`src/hw/prm_pkg.sv`:
```
// package: register map, field positions and reset values for port routing and match
package prm_pkg;
  // special function register addresses (page F for routing, page 0 for match)
  localparam logic [7:0] PRM_ROUTE_ADDR = 8'h00_e2;
  localparam logic [7:0] PRM_P0_MASK_ADDR = 8'h00_f4;
  localparam logic [7:0] PRM_P0_EXP_ADDR = 8'h00_f3;
  localparam logic [7:0] PRM_P1_MASK_ADDR = 8'h00_e2;
  localparam logic [7:0] PRM_P1_EXP_ADDR = 8'h00_e1;
  localparam logic [7:0] PRM_PAGE_ROUTE = 8'h00_0f;
  localparam logic [7:0] PRM_PAGE_MATCH = 8'h00_00;

  // routing register fields
  localparam int PRM_PUD_BIT = 7;
  localparam int PRM_XBAR_BIT = 6;
  localparam int PRM_T1_BIT = 5;
  localparam int PRM_T0_BIT = 4;
  localparam int PRM_ECI_BIT = 3;
  localparam int PRM_MOD_LSB = 0;
  localparam logic [7:0] PRM_ROUTE_WMASK = 8'h00_fb;

  // reset values
  localparam logic [7:0] PRM_ROUTE_RST = 8'h00_00;
  localparam logic [7:0] PRM_MASK_RST = 8'h00_00;
  localparam logic [7:0] PRM_EXP_RST = 8'h00_ff;

  // special function register access
  typedef struct packed {
    logic wr;
    logic rd;
    logic [7:0] page;
    logic [7:0] addr;
    logic [7:0] wdata;
  } prm_sfr_s;

  // decoded routing towards the crossbar
  typedef struct packed {
    logic pullup_on;
    logic crossbar_on;
    logic timer1_input_route;
    logic timer0_input_route;
    logic ext_count_clock_route;
    logic [2:0] module_io_route;
  } prm_route_s;
endpackage

```
`src/hw/prm_port_route_match.sv`:
```
// top: routing configuration register and port match logic
`timescale 1ns/1ns
module prm_port_route_match
  import prm_pkg::*;
(
  input wire logic clk, // 100 MHz system clock
  input wire logic sys_rst, // synchronous reset, active high
  input wire prm_sfr_s sfr, // register access request
  output logic [7:0] sfr_rdata_q, // read data, one cycle after rd
  output logic sfr_rvalid_q, // read data valid pulse
  input wire logic [7:0] port0_pins, // port 0 input levels
  input wire logic [7:0] port1_pins, // port 1 input levels
  input wire logic [7:0] port0_analog, // 1 = port 0 pin in analog mode
  input wire logic [7:0] port1_analog, // 1 = port 1 pin in analog mode
  output prm_route_s route_q, // decoded routing to crossbar
  output logic [7:0] port0_pullup_en_q, // per-pin weak pullup enable
  output logic [7:0] port1_pullup_en_q, // per-pin weak pullup enable
  output logic mismatch_irq_q, // mismatch interrupt request level
  output logic mismatch_wake_q // mismatch wake-up level
);

  //////////////////////////////////////////////////////////////////////////////
  // register storage
  logic [7:0] route_reg_q;
  logic [7:0] p0_mask_q;
  logic [7:0] p1_mask_q;
  logic [7:0] p0_exp_q;
  logic [7:0] p1_exp_q;
  logic sel_route;
  logic sel_p0_mask;
  logic sel_p0_exp;
  logic sel_p1_mask;
  logic sel_p1_exp;

  // 0xe2 is shared by two pages; the page selects which register answers
  assign sel_route = (sfr.page == PRM_PAGE_ROUTE) && (sfr.addr == PRM_ROUTE_ADDR);
  assign sel_p0_mask = (sfr.page == PRM_PAGE_MATCH) && (sfr.addr == PRM_P0_MASK_ADDR);
  assign sel_p0_exp = (sfr.page == PRM_PAGE_MATCH) && (sfr.addr == PRM_P0_EXP_ADDR);
  assign sel_p1_mask = (sfr.page == PRM_PAGE_MATCH) && (sfr.addr == PRM_P1_MASK_ADDR);
  assign sel_p1_exp = (sfr.page == PRM_PAGE_MATCH) && (sfr.addr == PRM_P1_EXP_ADDR);

  // one write strobe per register; an unmapped write raises none and is dropped
  logic wr_route;
  logic wr_p0_mask;
  logic wr_p1_mask;
  logic wr_p0_exp;
  logic wr_p1_exp;

  assign wr_route = sfr.wr && sel_route;
  assign wr_p0_mask = sfr.wr && sel_p0_mask;
  assign wr_p1_mask = sfr.wr && sel_p1_mask;
  assign wr_p0_exp = sfr.wr && sel_p0_exp;
  assign wr_p1_exp = sfr.wr && sel_p1_exp;

  always_ff @(posedge clk) begin
    if (sys_rst) begin
      route_reg_q <= PRM_ROUTE_RST;
    end else if (wr_route) begin
      route_reg_q <= sfr.wdata & PRM_ROUTE_WMASK;
    end
  end

  // compare masks: a cleared bit takes its pin out of the match
  always_ff @(posedge clk) begin
    if (sys_rst) begin
      p0_mask_q <= PRM_MASK_RST;
    end else if (wr_p0_mask) begin
      p0_mask_q <= sfr.wdata;
    end
  end

  always_ff @(posedge clk) begin
    if (sys_rst) begin
      p1_mask_q <= PRM_MASK_RST;
    end else if (wr_p1_mask) begin
      p1_mask_q <= sfr.wdata;
    end
  end

  // expected levels reset to all ones, the idle level of pulled-up pins
  always_ff @(posedge clk) begin
    if (sys_rst) begin
      p0_exp_q <= PRM_EXP_RST;
    end else if (wr_p0_exp) begin
      p0_exp_q <= sfr.wdata;
    end
  end

  always_ff @(posedge clk) begin
    if (sys_rst) begin
      p1_exp_q <= PRM_EXP_RST;
    end else if (wr_p1_exp) begin
      p1_exp_q <= sfr.wdata;
    end
  end

  //////////////////////////////////////////////////////////////////////////////
  // read path; unmapped addresses answer zero
  logic [7:0] rdata_d;

  always_comb begin
    rdata_d = 8'h00_00;
    if (sel_route) begin
      rdata_d = route_reg_q;
    end else if (sel_p0_mask) begin
      rdata_d = p0_mask_q;
    end else if (sel_p1_mask) begin
      rdata_d = p1_mask_q;
    end else if (sel_p0_exp) begin
      rdata_d = p0_exp_q;
    end else if (sel_p1_exp) begin
      rdata_d = p1_exp_q;
    end
  end

  // data is zero outside a read so an idle bus never shows stale contents
  always_ff @(posedge clk) begin
    if (sys_rst) begin
      sfr_rdata_q <= 8'h00_00;
    end else begin
      sfr_rdata_q <= sfr.rd ? rdata_d : 8'h00_00;
    end
  end

  // one-cycle pulse in the cycle the read data stands
  always_ff @(posedge clk) begin
    if (sys_rst) begin
      sfr_rvalid_q <= 1'b0;
    end else begin
      sfr_rvalid_q <= sfr.rd;
    end
  end

  //////////////////////////////////////////////////////////////////////////////
  // routing decode, registered so outputs come from flip-flops
  logic [2:0] mod_d;

  always_comb begin
    case (route_reg_q[PRM_MOD_LSB +: 2])
      2'b00: mod_d = 3'b000;
      2'b01: mod_d = 3'b001;
      2'b10: mod_d = 3'b011;
      2'b11: mod_d = 3'b111;
      default: mod_d = 3'b000;
    endcase
  end

  always_ff @(posedge clk) begin
    if (sys_rst) begin
      route_q <= '0;
    end else begin
      route_q.pullup_on <= ~route_reg_q[PRM_PUD_BIT];
      route_q.crossbar_on <= route_reg_q[PRM_XBAR_BIT];
      // while the crossbar is off nothing is handed to peripherals or drivers
      route_q.timer1_input_route <= route_reg_q[PRM_XBAR_BIT] & route_reg_q[PRM_T1_BIT];
      route_q.timer0_input_route <= route_reg_q[PRM_XBAR_BIT] & route_reg_q[PRM_T0_BIT];
      route_q.ext_count_clock_route <= route_reg_q[PRM_XBAR_BIT] & route_reg_q[PRM_ECI_BIT];
      route_q.module_io_route <= route_reg_q[PRM_XBAR_BIT] ? mod_d : 3'b000;
    end
  end

  // analog pins never get a pullup regardless of the disable bit
  always_ff @(posedge clk) begin
    if (sys_rst) begin
      port0_pullup_en_q <= 8'h00_00;
      port1_pullup_en_q <= 8'h00_00;
    end else begin
      port0_pullup_en_q <= route_reg_q[PRM_PUD_BIT] ? 8'h00_00 : ~port0_analog;
      port1_pullup_en_q <= route_reg_q[PRM_PUD_BIT] ? 8'h00_00 : ~port1_analog;
    end
  end

  //////////////////////////////////////////////////////////////////////////////
  // port match: raw pins, crossbar settings play no part
  logic p0_miss;
  logic p1_miss;

  prm_port_cmp u_cmp0 (
    .pins(port0_pins),
    .mask(p0_mask_q),
    .expected(p0_exp_q),
    .mismatch(p0_miss)
  );

  prm_port_cmp u_cmp1 (
    .pins(port1_pins),
    .mask(p1_mask_q),
    .expected(p1_exp_q),
    .mismatch(p1_miss)
  );

  // level output, not sticky: the interrupt and power logic outside latch it as they need
  logic any_miss;

  assign any_miss = p0_miss | p1_miss;

  always_ff @(posedge clk) begin
    if (sys_rst) begin
      mismatch_irq_q <= 1'b0;
    end else begin
      mismatch_irq_q <= any_miss;
    end
  end

  // its own flop so the wake path can be placed apart from the interrupt path
  always_ff @(posedge clk) begin
    if (sys_rst) begin
      mismatch_wake_q <= 1'b0;
    end else begin
      mismatch_wake_q <= any_miss;
    end
  end

endmodule

```
`src/hw/prm_port_cmp.sv`:
```
// one port's masked compare against its expected value
`timescale 1ns/1ns
module prm_port_cmp
  import prm_pkg::*;
#(
  parameter int WIDTH = 8 // pins per port
)
(
  input wire logic [WIDTH-1:0] pins, // live pin levels
  input wire logic [WIDTH-1:0] mask, // compare select
  input wire logic [WIDTH-1:0] expected, // expected levels
  output logic mismatch // masked levels differ
);
  assign mismatch = ((pins & mask) != (expected & mask));
endmodule

```
`config.mk`:
```
export PLATFORM = sky130hd
export DESIGN_NAME = prm_port_route_match
export DESIGN_NICKNAME = d
export VERILOG_FILES = /design/src/hw/prm_pkg.sv /design/src/hw/prm_port_route_match.sv /design/src/hw/prm_port_cmp.sv
export SDC_FILE = /design/constraint.sdc
export NUM_CORES = 1
export LEC_CHECK = 0
export BUFFER_PORTS_ARGS = -buffer_cell sky130_fd_sc_hd__buf_2
export CAP_MARGIN = 20
export CELL_PAD_IN_SITES_DETAIL_PLACEMENT = 1
export CELL_PAD_IN_SITES_GLOBAL_PLACEMENT = 2
export CORE_ASPECT_RATIO = 1.5
export CORE_MARGIN = 1.5
export CORE_UTILIZATION = 30
export DETAILED_ROUTE_END_ITERATION = 10
export GPL_ROUTABILITY_DRIVEN = 0
export PLACE_DENSITY_LB_ADDON = 0.25
export SLEW_MARGIN = 20
export SYNTH_ARGS = -nofsm -noshare
export SYNTH_HDL_FRONTEND = slang
export SYNTH_SLANG_ARGS = --single-unit
```
`constraint.sdc`:
```
create_clock -name clk -period 3 [get_ports clk]
set_clock_uncertainty 0.15 [all_clocks]
set_input_delay 0.15 -clock clk [delete_from_list [all_inputs] [get_ports clk]]
set_output_delay 0.15 -clock clk [all_outputs]
set_load 0.01 [all_outputs]
```
==> results of run 1 <==
[layout make-up]
cell class,count,area (µm²)
Sequential cell,73,1460
Clock inverter,7,119
Fill cell,1149,5490
Multi-Input combinational cell,211,1450
Inverter,1,3.75
Timing Repair Buffer,129,793
Tap cell,115,144
Clock buffer,9,225
[worst max-delay path, stage by stage]
cell and delay (ns):
buf_2 0.11, or4_1 0.54, or3_1 0.35, or4_1 0.48, buf_4 0.23, o221ai_2 0.19, nor2_1 0.08
[worst paths after layout]
check          startpoint        endpoint  cells past startpoint
max reg2reg   p1_exp_q[2]  sfr_rdata_q[2]                      3
min               sys_rst  route_reg_q[6]                      2
min reg2reg  p1_mask_q[7]    p1_mask_q[7]                      2
max               sfr[17]  sfr_rdata_q[3]                      7
[logic make-up (layout without fill, tap and decap cells)]
logic type	Yosys count	in the layout
buffers and inverters	19	146
DFF	73	73
AOI/OAI and AO/OA	56	56
xor gates and xnor gates	16	16
muxes	23	23
and+or+nand+nor	116	116
[sequential cells by signal, indices dropped and copies added, names as in the netlist]
register,cells
sfr_rdata_q,8
route_reg_q,7
mismatch_wake_q,1
route_q,8
port1_pullup_en_q,8
p0_mask_q,8
p1_mask_q,8
p0_exp_q,8
sfr_rvalid_q,1
p1_exp_q,8
port0_pullup_en_q,8
[layout by cell type, fill, tap and decap left out, types with 11 or more instances in the layout]
master         instances
a22oi_1               11
mux2i_1               23
xor2_1                16
a21oi_1               15
nand2_1               18
dlygate4sd3_1         24
nor2_1                43
buf_4                 11
buf_2                 94
dfxtp_1               73
[per-layer routing]
| layer | GRT usage (%) | up-vias | share of wire [%] |
|---|---|---|---|
| met1 | 21.3 | 1328 | 42 |
| met3 | 4.49 | 13 | 4.9 |
| met4 | 7.78 | 0 | 1.9 |
| met5 | 0 | - | 0 |
| li1 | - | 1326 | - |
| met2 | 32.0 | 80 | 52 |
[power by group through the flow]
stage / clock network [mW] / logic, mW / registers [mW]
detailed placement: 0 / 0.130 / 1.01
finish: 1.23 / 0.153 / 0.985
global route: 1.30 / 0.169 / 0.986
floorplan: 0 / 0.0426 / 1.01
CTS: 1.26 / 0.154 / 0.985
global placement: 0 / 0.128 / 1.01
[metrics by stage]
step | utilization [%] | instance area (µm²) | instances | setup slack (ns)
5_1_grt | 43.3 | 4200 | 545 | 0.843
6_report | 43.3 | 4200 | 545 | 0.945
3_5_place_dp | 37.3 | 3610 | 505 | 0.626
4_1_cts | 43.3 | 4200 | 545 | 0.958
2_1_floorplan | - | 3000 | 303 | 0.774
3_3_place_gp | 37.3 | 3610 | 505 | 0.672
==> impl_metrics.py, run 1 <==
metrics = {
    "synth": {
        "synth.largest_area_cell": "dfxtp_1",
        "yosysWarnings": 0,
        "synth-xor-area-share_pct": 4.67,
        "syn_inst": 303,
        "synth_compound_area_share_pct": 15.8,
        "synthArstFlopShare_pct": 0,
        "synth.yosys.seq_area_share_pct": 48.7,
        "avgSynthCellArea_um2": 9.90,
        "synth_top_area_share_pct": 48.7,
        "synth_ff_type": "dfxtp_1",
        "synth.most_common_cell": "dfxtp_1",
        "yosys.area_share.simple_pct": 20.3,
        "synth_cell_types": 41,
        "syn_nets": 363,
        "synthAdderAreaFrac_pct": 0,
        "synth_top_family_by_area": "simple AND/OR/NAND/NOR gates",
        "synth_mux_area_share_pct": 7.67,
        "synth_edf_count": 0,
        "ys_seq_elements": 73,
        "yosys-top-cells-area": "dfxtp_1 49%, mux2i_1 7.7%, nor2_1 5.4%, xor2_1 4.7%, o221ai_2 3.5%",
        "synth_common_cells": "73 x dfxtp_1, 43 x nor2_1, 23 x mux2i_1, 18 x nand2_1, 16 x xor2_1",
        "syn-cell-area_mm2": 0.00300,
    },
    "setup_path": {
        "crit_fanout": 16,
        "startpoint_type": "input port",
        "worstPathArrival_ns": 2.13,
        "cp-end-kind": "register",
        "reg2reg_slack_ns": 1.50,
        "worst-setup-path-type": "in2reg",
        "worstPathRequired_ns": 3.07,
    },
    "sta": {
        "worstMarginPinSlew_ns": 0.550,
        "hold_slack_ns": 0.0288,
        "max_freq_mhz": 487,
        "relSlewSlack_pct": 63.3,
        "rsz0062_at_grt": "no",
        "setup_violations": 0,
        "min_period_ns": 2.06,
        "finalHoldViolCount": 0,
        "min_period_over_period_pct": 68.5,
        "fin_setup_tns_ns": 0,
        "slew_violations": 0,
    },
    "cts": {
        "cts-resized-gates": 0,
        "cts.sinks": 73,
        "ctsHoldBuffers": 24,
        "cts_tree": "done",
        "cts_buffer_depth": 2,
        "numCtsBuffers": 9,
        "insertion_delay_ns": 0.33,
        "cts_root_buffer": "clkbuf_16",
        "clk_pin_slew_worst_paths_ns": 0.06,
        "htreeDepth": 3,
        "post_cts_buffers": 0,
    },
    "global_route": {
        "grt_pass1_vias": 2853,
        "grt-ovfl-total": 0,
        "grtUsageTotal_pct": 18.4,
        "antenna_found_initial": 0,
        "grt_max_degree": 27,
        "grt_pass1_wl_um": 15000,
    },
    "route": {
        "routedWlPerCell_um": 17.3,
        "routed_wl_um": 9430,
        "drtIter0Drc": 98,
        "drc": 0,
        "vias": 2747,
        "vias_per_cell": 5.04,
        "firstDrtPassIters": 7,
        "route.antenna.remaining_nets": 0,
    },
    "die": {
        "die_y_um": 125,
        "io_pins": 95,
        "die_area_mm2": 0.0106,
        "start_util_pct": 31.0,
        "row_count": 44,
        "core_mm2": 0.00969,
        "die-width_um": 84.7,
    },
    "pwr": {
        "p_switching_mw": 0.500,
        "pwr-share-seq_pct": 41.5,
        "powerDensity_mw_per_mm2": 565,
        "switching_share_pct": 21.1,
        "power_leakage_nw": 1.79,
        "pwr-share-clk_pct": 52.0,
        "ir_drop_uv": 319,
        "combPwrFrac_pct": 6.4,
        "totalPowerFinal_mw": 2.37,
        "intPower_mw": 1.87,
    },
    "run_status": {
        "status": "complete, no violations",
    },
    "final_layout": {
        "nNetsFinal": 485,
        "num_antenna_cells": 0,
        "areaGrowthSynthToFinish_pct": 40.0,
        "drive_gt1_share_pct": 32.3,
    },
    "place": {
        "portBuffers": 94,
        "hpwl_um": 6370,
    },
    "hold_path": {
        "hold_class": "in2reg",
    },
    "run": {
        "cap_violations": 0,
    },
}
(Power assumes the default switching activity.)
==> run 2, diff against run 1 <==
CORE_UTILIZATION = 27   (was 30)
clock period = 1.7 ns   (was 3 ns; I/O delays follow)
==> impl_metrics.py, run 2 (synthesis results as in run 1) <==
metrics = {
    "run_status": {
        "status": "finished with violations",
        "violations": "negative setup slack",
    },
    "route": {
        "vias_per_cell": 4.72,
        "drc": 0,
        "vias": 2855,
        "firstDrtPassIters": 4,
        "route.antenna.remaining_nets": 0,
        "drtIter0Drc": 90,
        "routed_wl_um": 9850,
        "routedWlPerCell_um": 16.3,
    },
    "pwr": {
        "intPower_mw": 3.32,
        "powerDensity_mw_per_mm2": 935,
        "combPwrFrac_pct": 7.2,
        "power_leakage_nw": 1.95,
        "totalPowerFinal_mw": 4.22,
        "ir_drop_uv": 614,
        "switching_share_pct": 21.3,
        "p_switching_mw": 0.899,
        "pwr-share-seq_pct": 41.1,
        "pwr-share-clk_pct": 51.6,
    },
    "cts": {
        "numCtsBuffers": 9,
        "insertion_delay_ns": 0.34,
        "clk_pin_slew_worst_paths_ns": 0.06,
        "cts.sinks": 73,
        "htreeDepth": 3,
        "post_cts_buffers": 0,
        "cts_tree": "done",
        "cts_buffer_depth": 2,
        "cts_root_buffer": "clkbuf_16",
    },
    "global_route": {
        "grt_pass1_vias": 3210,
        "grt_max_degree": 20,
        "grt_pass1_wl_um": 16100,
        "antenna_found_initial": 0,
        "grtUsageTotal_pct": 18.3,
        "grt-ovfl-total": 0,
    },
    "hold_path": {
        "hold_depth": 3,
        "min_to": "sfr_rvalid_q",
        "hold_class": "in2reg",
        "hold_start": "sfr[24]",
    },
    "final_layout": {
        "seqCellArea_mm2": 0.00146,
        "final_cell_area_mm2": 0.00452,
        "areaGrowthSynthToFinish_pct": 50.6,
        "final_util_pct": 41.3,
        "stdcell_count": 605,
        "layout_commonest_cell": "buf_2",
        "layout_common_cells": "93 x buf_2, 73 x dfxtp_1, 43 x nor2_1",
        "num_antenna_cells": 0,
        "drive_gt1_share_pct": 37.3,
        "fillers": 1298,
        "nNetsFinal": 513,
        "multi_input_area_mm2": 0.00150,
    },
    "sta": {
        "setup_slack_ns": -0.183,
        "max_freq_mhz": 531,
        "slew_violations": 0,
        "worstMarginPinSlew_ns": 0.445,
        "min_period_over_period_pct": 111,
        "min_period_ns": 1.88,
        "fin_setup_tns_ns": -1.32,
        "hold_slack_ns": 0.0691,
        "finalHoldViolCount": 0,
        "setup_violations": 8,
        "relSlewSlack_pct": 70.3,
        "rsz0062_at_grt": "yes",
    },
    "run": {
        "cap_violations": 0,
    },
    "setup_path": {
        "cp-end-kind": "register",
        "r2r_start": "p1_exp_q[2]",
        "crit_fanout": 16,
        "reg2reg_slack_ns": 0.20,
        "startpoint_type": "input port",
        "r2r-end": "sfr_rdata_q[2]",
        "worstPathArrival_ns": 1.96,
        "worstPathRequired_ns": 1.77,
        "worst-setup-path-type": "in2reg",
        "r2r_cells": 3,
    },
    "die": {
        "die-width_um": 89.1,
        "core_mm2": 0.0109,
        "start_util_pct": 27.4,
        "io_pins": 95,
        "die_area_mm2": 0.0118,
        "row_count": 47,
        "die_y_um": 132,
    },
    "place": {
        "dp_cells": 564,
        "post-place-ws_ns": -0.570,
        "hpwl_um": 7440,
        "place_area_mm2": 0.00389,
        "portBuffers": 94,
    },
}
==> run 2: layout make-up <==
cell class,count,area share [%]
Timing Repair Buffer,157,22.7
Sequential cell,73,32.3
Clock buffer,9,4.98
Clock inverter,7,2.63
Tap cell,147,4.07
Multi-Input combinational cell,211,33.2
Inverter,1,0.0831
==> run 2: routing by layer <==
layer  vias up  wire length (µm)  track usage (%)
li1       1383                 -                -
met1      1367              3880             19.3
met4         0               266             7.18
met5         -                 0                0
met2        87              5220             33.2
met3        18               490             4.88
==> run 2: how the worst max path moves through the flow <==
stage | start | to | slack [ns] | cells after the start
CTS | sfr[17] | sfr_rdata_q[4] | -0.17 | 7
finish | sfr[17] | sfr_rdata_q[4] | -0.18 | 7
detailed placement | sfr[17] | sfr_rdata_q[3] | -0.57 | 7
global route | sfr[17] | sfr_rdata_q[0] | -0.23 | 7
floorplan | sfr[17] | sfr_rdata_q[3] | -0.45 | 7
global placement | sfr[17] | sfr_rdata_q[3] | -0.54 | 7
==> run 2: worst max-delay path, cell delays in order <==
cell and delay, ns:
buf_6 0.09, or4_4 0.53, or3_1 0.35, or4_4 0.50
buf_12 0.17, o221ai_4 0.16, nor2_1 0.06
==> run 2: repair_timing <==
item / in CTS / in global routing
setup endpoints to repair: 8 / 8
endpoints found under the hold margin: 55 / 0
resized for setup: 5 / 1
gates cloned: 0 / 0
hold buffers: 25 / 0
==> run 2: power groups by stage <==
stage	sequential, mW	clock [mW]	combinational, mW
after global placement	1.78	0	0.256
after global routing	1.74	2.32	0.335
after floorplan	1.79	0	0.0769
after CTS	1.74	2.24	0.308
after detailed placement	1.78	0	0.261
final	1.74	2.18	0.305
